[src/shared/eee_map.svh]
// Offsets, field positions, reset values and portal encodings of the EEE MMD bank.
// Assumes inclusion by bare name from the package and the design modules.
`ifndef EEE_MAP_SVH
`define EEE_MAP_SVH

// ****************************************
// Portal registers
// ****************************************
`define EEE_PORTAL_CTRL_ADDR 5'h0d
`define EEE_PORTAL_DATA_ADDR 5'h0e
`define EEE_OP_MSB 15
`define EEE_OP_LSB 14
`define EEE_DEV_MSB 4

// ****************************************
// MMD devices and registers
// ****************************************
`define EEE_DEV_PMA 5'h01
`define EEE_DEV_AN 5'h07
`define EEE_DEV_DSP 5'h1c
`define EEE_REG_PMA_CTRL 16'h0000
`define EEE_REG_PMA_STAT 16'h0001
`define EEE_REG_LOCAL_ADV 16'h003c
`define EEE_REG_PARTNER_ADV 16'h003d
`define EEE_REG_DRIVE_CTRL 16'h0004

// ****************************************
// Field positions and resets
// ****************************************
`define EEE_LPI_EN_BIT 12
`define EEE_LPI_ENTERED_BIT 8
`define EEE_LPI_NOW_BIT 3
`define EEE_GIG_BIT 2
`define EEE_FAST_BIT 1
`define EEE_DRIVE_SEL_BIT 13
`define EEE_DRIVE_RW15_BIT 15
`define EEE_DRIVE_RW12_BIT 12
`define EEE_PMA_CTRL_RST 16'h0000
`define EEE_DRIVE_CTRL_RST 16'h2000

`endif

[src/shared/eee_pkg.sv]
// Types shared by the EEE MMD bank modules.
// Assumes the map header sits on the include path.
package eee_pkg;
	`include "eee_map.svh"

	typedef enum logic [1:0] {
		EEE_OP_ADDR,
		EEE_OP_DATA,
		EEE_OP_INC_RW,
		EEE_OP_INC_WR
	} eee_op_type;

	typedef struct packed {
		logic prev;
		logic rise;
	} eee_edge_type;

	typedef struct packed {
		logic [15:0] portal_ctrl;
		logic [15:0] mmd_addr;
		logic [15:0] pma_ctrl;
		logic lpi_entered;
		logic local_fast;
		logic [15:0] drive_ctrl;
		logic [15:0] rdata;
		logic lpi_now;
		logic partner_gig;
		logic partner_fast;
		logic lpi_enable;
		logic drive_full;
	} eee_state_type;
endpackage

[src/logic/eee_edge.sv]
// Rising-edge detector for the LPI-state level.
// Assumes the level is already synchronous to clock.
`timescale 1ns/10ps
module eee_edge
	import eee_pkg::*;
(
	input wire logic clock,
	input wire logic rstn,
	input wire logic level,
	output logic rise
);
	eee_edge_type st_reg;
	eee_edge_type st_next;

	always_comb begin
		st_next.prev = level;
		st_next.rise = level & ~st_reg.prev;
	end

	always_ff @(posedge clock or negedge rstn) begin
		if (!rstn) begin
			st_reg <= '0;
		end else begin
			st_reg <= st_next;
		end
	end

	// Registered so the latch sees the entry one cycle after the level rises
	assign rise = st_reg.rise;
endmodule

[src/logic/eee_mmd_register_bank.sv]
// EEE MMD register bank reached through the two management portal registers.
// Assumes a management front end that decodes MDIO frames into one-cycle strobes.
`timescale 1ns/10ps
`include "eee_map.svh"
module eee_mmd_register_bank
	import eee_pkg::*;
(
	input wire logic clock,
	input wire logic rstn,
	input wire logic [4:0] mgmt_addr,
	input wire logic [15:0] mgmt_wdata,
	input wire logic mgmt_wr,
	input wire logic mgmt_rd,
	input wire logic lpi_active,
	input wire logic partner_gig_adv,
	input wire logic partner_fast_adv,
	output logic [15:0] mgmt_rdata,
	output logic lpi_state,
	output logic lpi_enable,
	output logic local_fast_adv,
	output logic drive_full_amp,
	output logic partner_gig,
	output logic partner_fast
);
	eee_state_type st_reg;
	eee_state_type st_next;
	logic lpi_rise;

	eee_edge i_eee_edge (
		.clock(clock),
		.rstn(rstn),
		.level(lpi_active),
		.rise(lpi_rise)
	);

	// ****************************************
	// Indirect access decode
	// ****************************************
	eee_op_type op;
	logic [4:0] dev;
	logic data_wr;
	logic data_rd;
	logic stat_hit;
	logic [15:0] mmd_val;

	always_comb begin
		op = eee_op_type'(st_reg.portal_ctrl[`EEE_OP_MSB:`EEE_OP_LSB]);
		dev = st_reg.portal_ctrl[`EEE_DEV_MSB:0];
		data_wr = mgmt_wr && mgmt_addr == `EEE_PORTAL_DATA_ADDR && op != EEE_OP_ADDR;
		data_rd = mgmt_rd && mgmt_addr == `EEE_PORTAL_DATA_ADDR && op != EEE_OP_ADDR;
		stat_hit = dev == `EEE_DEV_PMA && st_reg.mmd_addr == `EEE_REG_PMA_STAT;
		mmd_val = 16'h0000;
		if (dev == `EEE_DEV_PMA && st_reg.mmd_addr == `EEE_REG_PMA_CTRL) begin
			mmd_val = st_reg.pma_ctrl;
		end else if (stat_hit) begin
			mmd_val[`EEE_LPI_ENTERED_BIT] = st_reg.lpi_entered;
			mmd_val[`EEE_LPI_NOW_BIT] = st_reg.lpi_now;
		end else if (dev == `EEE_DEV_AN && st_reg.mmd_addr == `EEE_REG_LOCAL_ADV) begin
			mmd_val[`EEE_FAST_BIT] = st_reg.local_fast;
			mmd_val[`EEE_GIG_BIT] = 1'b0;
		end else if (dev == `EEE_DEV_AN && st_reg.mmd_addr == `EEE_REG_PARTNER_ADV) begin
			mmd_val[`EEE_GIG_BIT] = st_reg.partner_gig;
			mmd_val[`EEE_FAST_BIT] = st_reg.partner_fast;
		end else if (dev == `EEE_DEV_DSP && st_reg.mmd_addr == `EEE_REG_DRIVE_CTRL) begin
			mmd_val = st_reg.drive_ctrl;
		end
	end

	// ****************************************
	// Next state
	// ****************************************
	always_comb begin
		st_next = st_reg;
		st_next.lpi_now = lpi_active;
		st_next.partner_gig = partner_gig_adv;
		st_next.partner_fast = partner_fast_adv;
		if (mgmt_wr && mgmt_addr == `EEE_PORTAL_CTRL_ADDR) begin
			st_next.portal_ctrl = mgmt_wdata;
		end
		if (mgmt_wr && mgmt_addr == `EEE_PORTAL_DATA_ADDR && op == EEE_OP_ADDR) begin
			st_next.mmd_addr = mgmt_wdata;
		end
		if (data_wr) begin
			if (dev == `EEE_DEV_PMA && st_reg.mmd_addr == `EEE_REG_PMA_CTRL) begin
				st_next.pma_ctrl = mgmt_wdata;
			end else if (dev == `EEE_DEV_AN && st_reg.mmd_addr == `EEE_REG_LOCAL_ADV) begin
				st_next.local_fast = mgmt_wdata[`EEE_FAST_BIT];
			end else if (dev == `EEE_DEV_DSP && st_reg.mmd_addr == `EEE_REG_DRIVE_CTRL) begin
				// Only bits 15, 13 and 12 are plain storage; bit 14 and bits 11:0 keep their reset zero
				st_next.drive_ctrl[`EEE_DRIVE_RW15_BIT] = mgmt_wdata[`EEE_DRIVE_RW15_BIT];
				st_next.drive_ctrl[`EEE_DRIVE_SEL_BIT] = mgmt_wdata[`EEE_DRIVE_SEL_BIT];
				st_next.drive_ctrl[`EEE_DRIVE_RW12_BIT] = mgmt_wdata[`EEE_DRIVE_RW12_BIT];
			end
		end
		// Post increment after the access completes
		if ((data_wr && op != EEE_OP_DATA) || (data_rd && op == EEE_OP_INC_RW)) begin
			st_next.mmd_addr = st_reg.mmd_addr + 16'h0001;
		end
		// Set wins over the read clear so an entry in the read cycle is kept
		if (data_rd && stat_hit) begin
			st_next.lpi_entered = 1'b0;
		end
		if (lpi_rise) begin
			st_next.lpi_entered = 1'b1;
		end
		if (mgmt_rd) begin
			if (mgmt_addr == `EEE_PORTAL_CTRL_ADDR) begin
				st_next.rdata = st_reg.portal_ctrl;
			end else if (mgmt_addr == `EEE_PORTAL_DATA_ADDR) begin
				st_next.rdata = (op == EEE_OP_ADDR) ? st_reg.mmd_addr : mmd_val;
			end else begin
				st_next.rdata = 16'h0000;
			end
		end
		st_next.lpi_enable = st_next.pma_ctrl[`EEE_LPI_EN_BIT];
		st_next.drive_full = st_next.drive_ctrl[`EEE_DRIVE_SEL_BIT];
	end

	always_ff @(posedge clock or negedge rstn) begin
		if (!rstn) begin
			st_reg <= '0;
			st_reg.pma_ctrl <= `EEE_PMA_CTRL_RST;
			st_reg.drive_ctrl <= `EEE_DRIVE_CTRL_RST;
			st_reg.drive_full <= 1'b1;
		end else begin
			st_reg <= st_next;
		end
	end

	assign mgmt_rdata = st_reg.rdata;
	assign lpi_state = st_reg.lpi_now;
	assign lpi_enable = st_reg.lpi_enable;
	assign local_fast_adv = st_reg.local_fast;
	assign drive_full_amp = st_reg.drive_full;
	assign partner_gig = st_reg.partner_gig;
	assign partner_fast = st_reg.partner_fast;
endmodule

[config.mk]
export PLATFORM = sky130hd
export DESIGN_NAME = eee_mmd_register_bank
export DESIGN_NICKNAME = d
export VERILOG_FILES = /design/src/shared/eee_pkg.sv /design/src/logic/eee_edge.sv /design/src/logic/eee_mmd_register_bank.sv
export VERILOG_INCLUDE_DIRS = /design/src /design/src/shared
export SDC_FILE = /design/constraint.sdc
export NUM_CORES = 1
export LEC_CHECK = 0
export BUFFER_PORTS_ARGS = -buffer_cell sky130_fd_sc_hd__buf_2
export CAP_MARGIN = 10
export CELL_PAD_IN_SITES_DETAIL_PLACEMENT = 1
export CELL_PAD_IN_SITES_GLOBAL_PLACEMENT = 2
export CORE_MARGIN = 10
export CORE_UTILIZATION = 25
export DETAILED_ROUTE_END_ITERATION = 12
export PLACE_DENSITY_LB_ADDON = 0.1
export SYNTH_ARGS = -nofsm -noshare
export SYNTH_HDL_FRONTEND = slang
export SYNTH_HIERARCHICAL = 1
export SYNTH_SLANG_ARGS = --single-unit
[constraint.sdc]
create_clock -name clock -period 6.84 [get_ports clock]
set_input_delay 1.368 -clock clock [delete_from_list [all_inputs] [get_ports clock]]
set_output_delay 1.368 -clock clock [all_outputs]
set_load 0.01 [all_outputs]
==> qor.yml, run 1 <==
grt_pass1_vias: 3482
worst_pin_slew_ps: 1020
endpoint_kind: "register"
portBuffers: 49
worstSetupPathType: "in -> reg"
rsz0062_at_grt: "no"
post_dp_cell_area_sq_mm: 0.00435
totalWireLength_microns: 13900
multi_input_area_sq_mm: 0.00185
clkSlewWorstSetupHoldPaths_ps: 60
maxCapViolCount: 0
antenna_found_initial: 0
whs_ps: 446
p_comb_frac: 0.141
insertion_delay_ps: 350
seqCellArea_sq_mm: 0.00185
cts_buffer_depth: 2
synth_ff_type: "dfrtp_1"
relSlewSlack: 0.314
cts_resized: 0
fin_util: 0.294
leakage_nw: 2.04
netlist_area_sq_mm: 0.00401
synth-async-reset-ratio: 1.00
syn-num-nets: 415
ys_ff_latch: 74
switchingPower_uw: 341
power.internal_uw: 829
p_seq_frac: 0.453
vias: 3221
vdd_drop_max_mv: 0.109
power_frac_clock: 0.405
r2r-end: "st_reg[53]"
setup_viol: 0
fin_skew_ps: 12.2
finalMaxSlewViolations: 0
synth.distinct_cells: 64
core.rowCount: 46
crit_fanout: 18
die_y_microns: 147
cts_tree: "yes"
diodes: 0
synth_area_leaders: "dfrtp_1, mux2_2, mux2_4, buf_4, o21ai_0"
status: "finished, final reports clean"
drt_iter0_markers: 232
period_share: 0.566
viasPerCell: 5.12
track_usage: 0.131
area_growth_pct: 15.6
timing.fmax_mhz: 258
hold_path_startpoint: "i_eee_edge/st_reg[1]"
grt_pass1_wl_microns: 21600
start_util: 0.254
synth_cells: 384
coreArea_sq_mm: 0.0158
cts.hold.buffers_added: 0
syn_area_per_cell_sq_um: 10.4
synth-edff-count: 0
fin_area_sq_mm: 0.00463
r2r-start: "st_reg[56]"
h-tree-depth: 3
dieArea_sq_mm: 0.0215
hold_viol_final: 0
worst-r2r-setup-slack_ps: 3540
cts_made_buffers: 9
start_kind: "primary input"
cp.required_ps: 7060
place.gp.congestion: 0.782
ff2ff_path_depth: 7
setup_tns_ps: 0
wl_per_cell_microns: 22.0
crit_path_start: "mgmt_addr[4]"
p_total_mw: 1.17
hold_path_class: "reg -> reg"
first_pass_iters: 5
drc: 0
nets: 440
period_needed_ps: 3870
n_fill_cell: 1809
antenna_left: 0
ys_seq_area_frac: 0.462
dp_hpwl_microns: 9830
cp.arrival_ps: 4090
cts_setup_buffers: 0
synth_area_leader_cell: "dfrtp_1"
ios: 50
layout_commonest_cell: "dfrtp_1"
final_cell_mix: "dfrtp_1, buf_2, inv_1"
whs_path_depth: 1
hold_end: "i_eee_edge/rise"
synth_top_area_share: 0.456
p_sw_frac: 0.291
grt_max_degree: 75
clockRootBuffer: "clkbuf_16"
die_w_microns: 147
grt.overflow.total: 0
power_density_mw_per_mm2: 253
cts_sinks: 74
largest_reg_flops: 44
drive_above_1_share: 0.276
ys_warn_count: 6
[through the flow]
step | setup WS (ps) | cells
floorplan | 3900 | 384
global placement | 2710 | 614
detailed placement | 2590 | 614
CTS | 2970 | 629
global route | 2800 | 629
finish | 2970 | 629
[cell usage after synthesis (5+ instances only)]
cell and instances:
nor2b_1 5, mux2_4 9, dfrtp_1 73, nor2_1 17, a221oi_1 5, nand4_1 10, nand2b_1 6, inv_1 26
clkbuf_1 20, and3_1 6, a221o_1 6, a222oi_1 6, nand3_1 10, a21oi_1 6, nand2_1 16, mux2_2 24
nor4_1 12, nor3_1 11, buf_4 16, o21ai_0 20
[per-layer routing]
metal  vias to the layer above  share of wire  wire length, microns  GRT usage
met4                         0          0.018                   250     0.0516
met2                        55           0.48                  6660      0.212
li1                       1487              -                     -          -
met1                      1665           0.47                  6510      0.168
met3                        14          0.031                   429     0.0253
met5                         -              0                     0          0
[worst max path at each step]
stage | endpoint | depth (start not counted)
floorplan | st_reg[45] | 6
global placement | st_reg[52] | 6
detailed placement | st_reg[54] | 6
CTS | st_reg[46] | 6
global route | st_reg[52] | 6
finish | st_reg[53] | 6
[area by class of cell]
class,count,share of cell area
clock buffer,12,0.0532
clock inverter,3,0.00864
inverter,26,0.0211
multi-input combinational,245,0.399
sequential,74,0.400
tap,216,0.0583
timing repair buffer,53,0.0600
[worst max-delay path, stage by stage]
cell	delay, ps
buf_2	100
nand3b_1	630
nor4_1	720
and3_1	600
buf_4	340
mux2_4	320
[cells by family (layout without fill, tap and decap cells)]
logic type	Yosys count	after routing	synth area share
AND/OR/NAND/NOR	119	119	0.174
AO/OA/AOI/OAI	86	86	0.161
flip-flops	74	74	0.462
buffers and inverters	65	94	0.0821
multiplexers	37	37	0.111
adder cells (fa/ha/maj)	3	3	0.00937
[power by group through the flow]
stage	combinational [mW]	clock (mW)	sequential [mW]
detailed placement	0.168	0	0.538
global route	0.187	0.507	0.537
floorplan	0.120	0	0.507
finish	0.165	0.474	0.530
CTS	0.169	0.490	0.530
global placement	0.168	0	0.538
No activity file was read; power rests on OpenSTA's default activity.
==> inputs of run 2 (changes only) <==
==> constraint.sdc (replaced) <==
create_clock -name clock -period 3.9 [get_ports clock]
set_input_delay 0.78 -clock clock [delete_from_list [all_inputs] [get_ports clock]]
set_output_delay 0.78 -clock clock [all_outputs]
set_load 0.01 [all_outputs]
==> run 2 against run 1 <==
Effect of this change: wire length up 2.6%; combinational power up 79%; clock-buffer cell count stayed put; worst hold slack better by 1.5 ps; final cell count up 1.7%; register-to-register slack lost 2900 ps; largest power group is now clock; utilization up 0.66 points.
==> qor.yml, run 2 (same netlist as run 1, synthesis figures left out) <==
status: "finished, final reports clean"
power_frac_clock: 0.434  # +0.029
die_y_microns: 147  # unchanged
first_pass_iters: 4  # -1
cts_sinks: 74  # unchanged
core.rowCount: 46  # unchanged
cp.required_ps: 4130  # -2930 ps
leakage_nw: 2.10  # +3.2%
crit_buf_inv: 2  # unchanged
relSlewSlack: 0.339  # +0.0255
hold_path_startpoint: "i_eee_edge/st_reg[1]"
clockRootBuffer: "clkbuf_16"
crit_slowest_cell: "and3_1"
maxCapViolCount: 0  # unchanged
viasPerCell: 5.17  # +0.87%
crit_chain: "inv_1 > ha_1 > or3b_2 > nor2_1 > and3_1 > buf_4 > mux2_4"
grt_max_degree: 75  # unchanged
hold_end: "i_eee_edge/rise"
grt_pass1_wl_microns: 21900  # +1.6%
drive_above_1_share: 0.295  # +0.0188
endpoint_kind: "register"
drt_iter0_markers: 291  # +25%
worst_pin_slew_ps: 991  # -28.8 ps
vias: 3306  # +2.6%
totalWireLength_microns: 14200  # +2.6%
period_needed_ps: 3220
finalMaxSlewViolations: 0  # unchanged
antenna_found_initial: 0  # unchanged
ios: 50  # unchanged
setup_tns_ps: 0  # unchanged
p_comb_frac: 0.137  # -0.004
dp_hpwl_microns: 10100  # +2.9%
drc: 0  # unchanged
wl_per_cell_microns: 22.2  # +0.79%
rsz0062_at_grt: "no"
die_w_microns: 147  # unchanged
cts_tree: "yes"
area_growth_pct: 18.2
h-tree-depth: 3  # unchanged
critPathTopFamily: "simple AND/OR/NAND/NOR gates"
clkSlewWorstSetupHoldPaths_ps: 60  # about the same
switchingPower_uw: 608  # +78%
start_util: 0.254  # unchanged
cts_setup_buffers: 0  # unchanged
insertion_delay_ps: 350  # about the same
grt.overflow.total: 0  # unchanged
track_usage: 0.135  # +0.00350
diodes: 0  # unchanged
p_seq_frac: 0.429  # -0.024
cp_slowest_stage_delay_ps: 690  # -30 ps
worstSetupPathType: "reg -> reg"
final_cell_mix: "dfrtp_1, buf_2, inv_1"
largest_reg_flops: 44  # unchanged
r2r-end: "st_reg[46]"
r2r-start: "st_reg[55]"
vdd_drop_max_mv: 0.223  # +100%
worst-r2r-setup-slack_ps: 680  # -2860 ps
timing.fmax_mhz: 310
period_share: 0.826
layout_commonest_cell: "dfrtp_1"
whs_ps: 447  # +1.52 ps
cts_buffer_depth: 2  # unchanged
cp.arrival_ps: 3450  # -640 ps
place.gp.congestion: 0.833  # +6.5%
cts_resized: 0  # unchanged
whs_path_depth: 1  # unchanged
power.internal_mw: 1.54  # +86%
hold_viol_final: 0  # unchanged
cts_made_buffers: 9  # unchanged
antenna_left: 0  # unchanged
fin_skew_ps: 8.31  # -3.93 ps
p_sw_frac: 0.282  # -0.00901
coreArea_sq_mm: 0.0158  # unchanged
start_kind: "register"
nets: 450  # +2.3%
dieArea_sq_mm: 0.0215  # unchanged
cts.hold.buffers_added: 0  # unchanged
setup_viol: 0  # unchanged
ff2ff_path_depth: 7  # unchanged
power_density_mw_per_mm2: 454  # +80%
crit_fanout: 9  # -9
hold_path_class: "reg -> reg"
grt_pass1_vias: 3461  # -0.60%
portBuffers: 49  # unchanged
[run 2: cell types whose count changed in the layout (fill, tap and decap cells not counted), sizes merged]
cell    before  now
buf         53   63
bufinv       1    2
[run 2: how the worst max path moves through the flow]
stage | start | cells after the start | slack, ps | endpoint
finish | st_reg[55] | 7 | 680 | st_reg[46]
global route | st_reg[55] | 7 | 540 | st_reg[50]
CTS | st_reg[55] | 7 | 690 | st_reg[49]
detailed placement | st_reg[55] | 7 | 700 | st_reg[51]
global placement | st_reg[55] | 7 | 790 | st_reg[46]
floorplan | mgmt_addr[4] | 6 | 1550 | st_reg[45]
[run 2: power by group through the flow]
| stage | clock network, mW | logic (mW) | registers, mW |
|---|---|---|---|
| 6_report | 0.935 | 0.295 | 0.922 |
| 5_1_grt | 1.00 | 0.328 | 0.934 |
| 4_1_cts | 0.971 | 0.301 | 0.922 |
| 3_5_place_dp | 0 | 0.300 | 0.936 |
| 3_3_place_gp | 0 | 0.300 | 0.932 |
| 2_1_floorplan | 0 | 0.211 | 0.888 |
[run 2: per-stage QoR]
step                cells  instance area [sq um]   util  power [mW]  setup WS [ps]
CTS                   640                   4740  0.300        2.19            692
global route          640                   4740  0.300        2.27            537
detailed placement    624                   4410  0.279        1.24            699
global placement      624                   4410  0.279        1.23            792
finish                640                   4740  0.300        2.15            678
floorplan             384                   4010      -        1.10           1550
[run 2: metal layers]
layer / wire length, microns / GRT usage / vias up
li1: - / - / 1504
met4: 233 / 0.0455 / 0
met1: 6560 / 0.175 / 1703
met2: 6800 / 0.214 / 84
met5: 0 / 0 / -
met3: 614 / 0.0321 / 15
[run 2: cell type report]
cell class | instances | area (sq um)
fillers | 1828 | 11000
flip-flops and latches | 74 | 1850
multi-input cells | 245 | 1830
repair buffers | 63 | 353
well taps | 216 | 270
clock buffers | 12 | 256
inverters | 26 | 97.6
clock inverters | 4 | 73.8
==> inputs of run 3 (changes only) <==
==> constraint.sdc (replaced) <==
create_clock -name clock -period 2.74 [get_ports clock]
set_input_delay 0.548 -clock clock [delete_from_list [all_inputs] [get_ports clock]]
set_output_delay 0.548 -clock clock [all_outputs]
set_load 0.01 [all_outputs]
==> run 3 against run 2 <==
Effect of this change: worst setup slack lost 530 ps; combinational power grew 64%; largest cell class unchanged; critical endpoint is now st_reg[33]; clock skew decreased by 1.7 ps; critical path type unchanged; clock power rose by 33%; highest routed layer unchanged.
==> qor.yml, run 3 (same netlist as run 1, synthesis figures left out) <==
status: "finished, final reports clean"
p_total_mw: 3.02  # +40%
drt_iter0_markers: 192  # -34%
period_share: 0.945  # +0.119
start_util: 0.254  # unchanged
cts_setup_buffers: 0  # unchanged
die_w_microns: 147  # unchanged
cts_tree: "yes"
drc: 0  # unchanged
drive_above_1_share: 0.325  # +0.0302
place.gp.congestion: 0.797  # -4.3%
area_growth_pct: 21.7
cts_sinks: 74  # unchanged
hold_viol_final: 0  # unchanged
cts_buffer_depth: 2  # unchanged
cp.arrival_ps: 2820  # -630 ps
hold_path_class: "in -> async"
clockRootBuffer: "clkbuf_16"
dp_hpwl_microns: 10700  # +6.2%
grt.overflow.total: 0  # unchanged
cts_made_buffers: 9  # unchanged
finalMaxSlewViolations: 0  # unchanged
core.rowCount: 46  # unchanged
antenna_left: 0  # unchanged
grt_max_degree: 48  # -36%
coreArea_sq_mm: 0.0158  # unchanged
relSlewSlack: 0.453  # +0.114
layout_commonest_cell: "dfrtp_1"
viasPerCell: 5.14  # -0.58%
insertion_delay_ps: 340  # about the same
portBuffers: 49  # unchanged
die_y_microns: 147  # unchanged
fin_skew_ps: 6.59  # -1.72 ps
fin_area_sq_mm: 0.00488  # +3.0%
diodes: 0  # unchanged
endpoint_kind: "register"
r2r-end: "st_reg[33]"
grt_pass1_wl_microns: 23000  # +4.9%
cp.required_ps: 2970  # -1160 ps
wl_per_cell_microns: 22.0  # -0.99%
totalWireLength_microns: 14400  # +1.5%
vias: 3369  # +1.9%
setup_tns_ps: 0  # unchanged
maxCapViolCount: 0  # unchanged
post-place-ws_ps: -103  # -802 ps
start_kind: "register"
setup_viol: 0  # unchanged
dieArea_sq_mm: 0.0215  # unchanged
r2r-start: "st_reg[56]"
leakage_nw: 2.18  # +3.9%
largest_reg_flops: 44  # unchanged
cts.hold.buffers_added: 0  # unchanged
worst_slack_ps: 150  # -529 ps
endpoint: "st_reg[33]"
clkSlewWorstSetupHoldPaths_ps: 60  # about the same
nets: 466  # +3.6%
track_usage: 0.138  # +0.00384
worst-r2r-setup-slack_ps: 150  # -530 ps
vdd_drop_max_mv: 0.320  # +44%
period_needed_ps: 2590  # -631 ps
final_cell_mix: "dfrtp_1, buf_2, buf_4"
worstSetupPathType: "reg -> reg"
rsz0062_at_grt: "no"
antenna_found_initial: 0  # unchanged
worst_pin_slew_ps: 819  # -172 ps
timing.fmax_mhz: 386  # +24%
ios: 50  # unchanged
post_dp_cell_area_sq_mm: 0.00456  # +3.6%
first_pass_iters: 5  # +1
grt_pass1_vias: 3703  # +7.0%
crit_fanout: 5  # -4
crit_path_start: "st_reg[56]"
ff2ff_path_depth: 7  # unchanged
h-tree-depth: 3  # unchanged
power_density_mw_per_mm2: 620  # +36%
==> run 3: cell types whose count changed in the layout (fill, tap and decap cells not counted), sizes merged <==
cell	before	now
buf	63	79
bufinv	2	1
inv	26	27
==> run 3: layout make-up <==
type | count | area, sq um
Inverter | 26 | 97.6
Clock inverter | 4 | 48.8
Multi-Input combinational cell | 245 | 1840
Fill cell | 1823 | 10900
Tap cell | 216 | 270
Timing Repair Buffer | 79 | 510
Sequential cell | 74 | 1850
Clock buffer | 12 | 256
==> run 3: where the power goes <==
part / internal, mW / leakage [nW] / switching [mW]
logic: 0.197 / 1.07 / 0.286
registers: 1.18 / 0.960 / 0.114
clock network: 0.756 / 0.153 / 0.485
total: 2.14 / 2.18 / 0.885
==> run 3: worst min path at each step <==
stage | startpoint | end | slack [ps] | cells after the start
floorplan | rstn | dev[0] | 250 | 0
global placement | i_eee_edge/st_reg[1] | i_eee_edge/rise | 430 | 1
detailed placement | i_eee_edge/st_reg[1] | i_eee_edge/rise | 430 | 1
CTS | rstn | mgmt_rdata[9] | 140 | 1
global route | rstn | mgmt_rdata[9] | 160 | 1
finish | rstn | mgmt_rdata[9] | 130 | 1
==> run 3: per-stage QoR <==
| step | cells | hold WS (ps) | util |
|---|---|---|---|
| after floorplan | 384 | 252 | - |
| after global placement | 640 | 435 | 0.289 |
| after detailed placement | 640 | 434 | 0.289 |
| after CTS | 656 | 142 | 0.309 |
| after global routing | 656 | 161 | 0.309 |
| final | 656 | 131 | 0.309 |
==> run 3: metal layers <==
| metal | track usage | wire [microns] | up-vias |
|---|---|---|---|
| li1 | - | - | 1533 |
| met1 | 0.183 | 6860 | 1775 |
| met2 | 0.221 | 6990 | 47 |
| met3 | 0.0278 | 340 | 14 |
| met4 | 0.0420 | 225 | 0 |
| met5 | 0 | 0 | - |
==> run 3: critical path: stages (launching register included) <==
cell and delay (ps):
dfrtp_1 450, inv_1 200, ha_2 280, or3b_2 520
nor4_2 370, buf_4 200, nand3_1 150, mux2_2 310
==> run 3: repair_timing <==
action | in CTS | in global routing
hold endpoints to repair | 0 | 0
setup endpoints to repair | 4 | 2
resized for setup | 1 | 1
pin swaps | 0 | 0
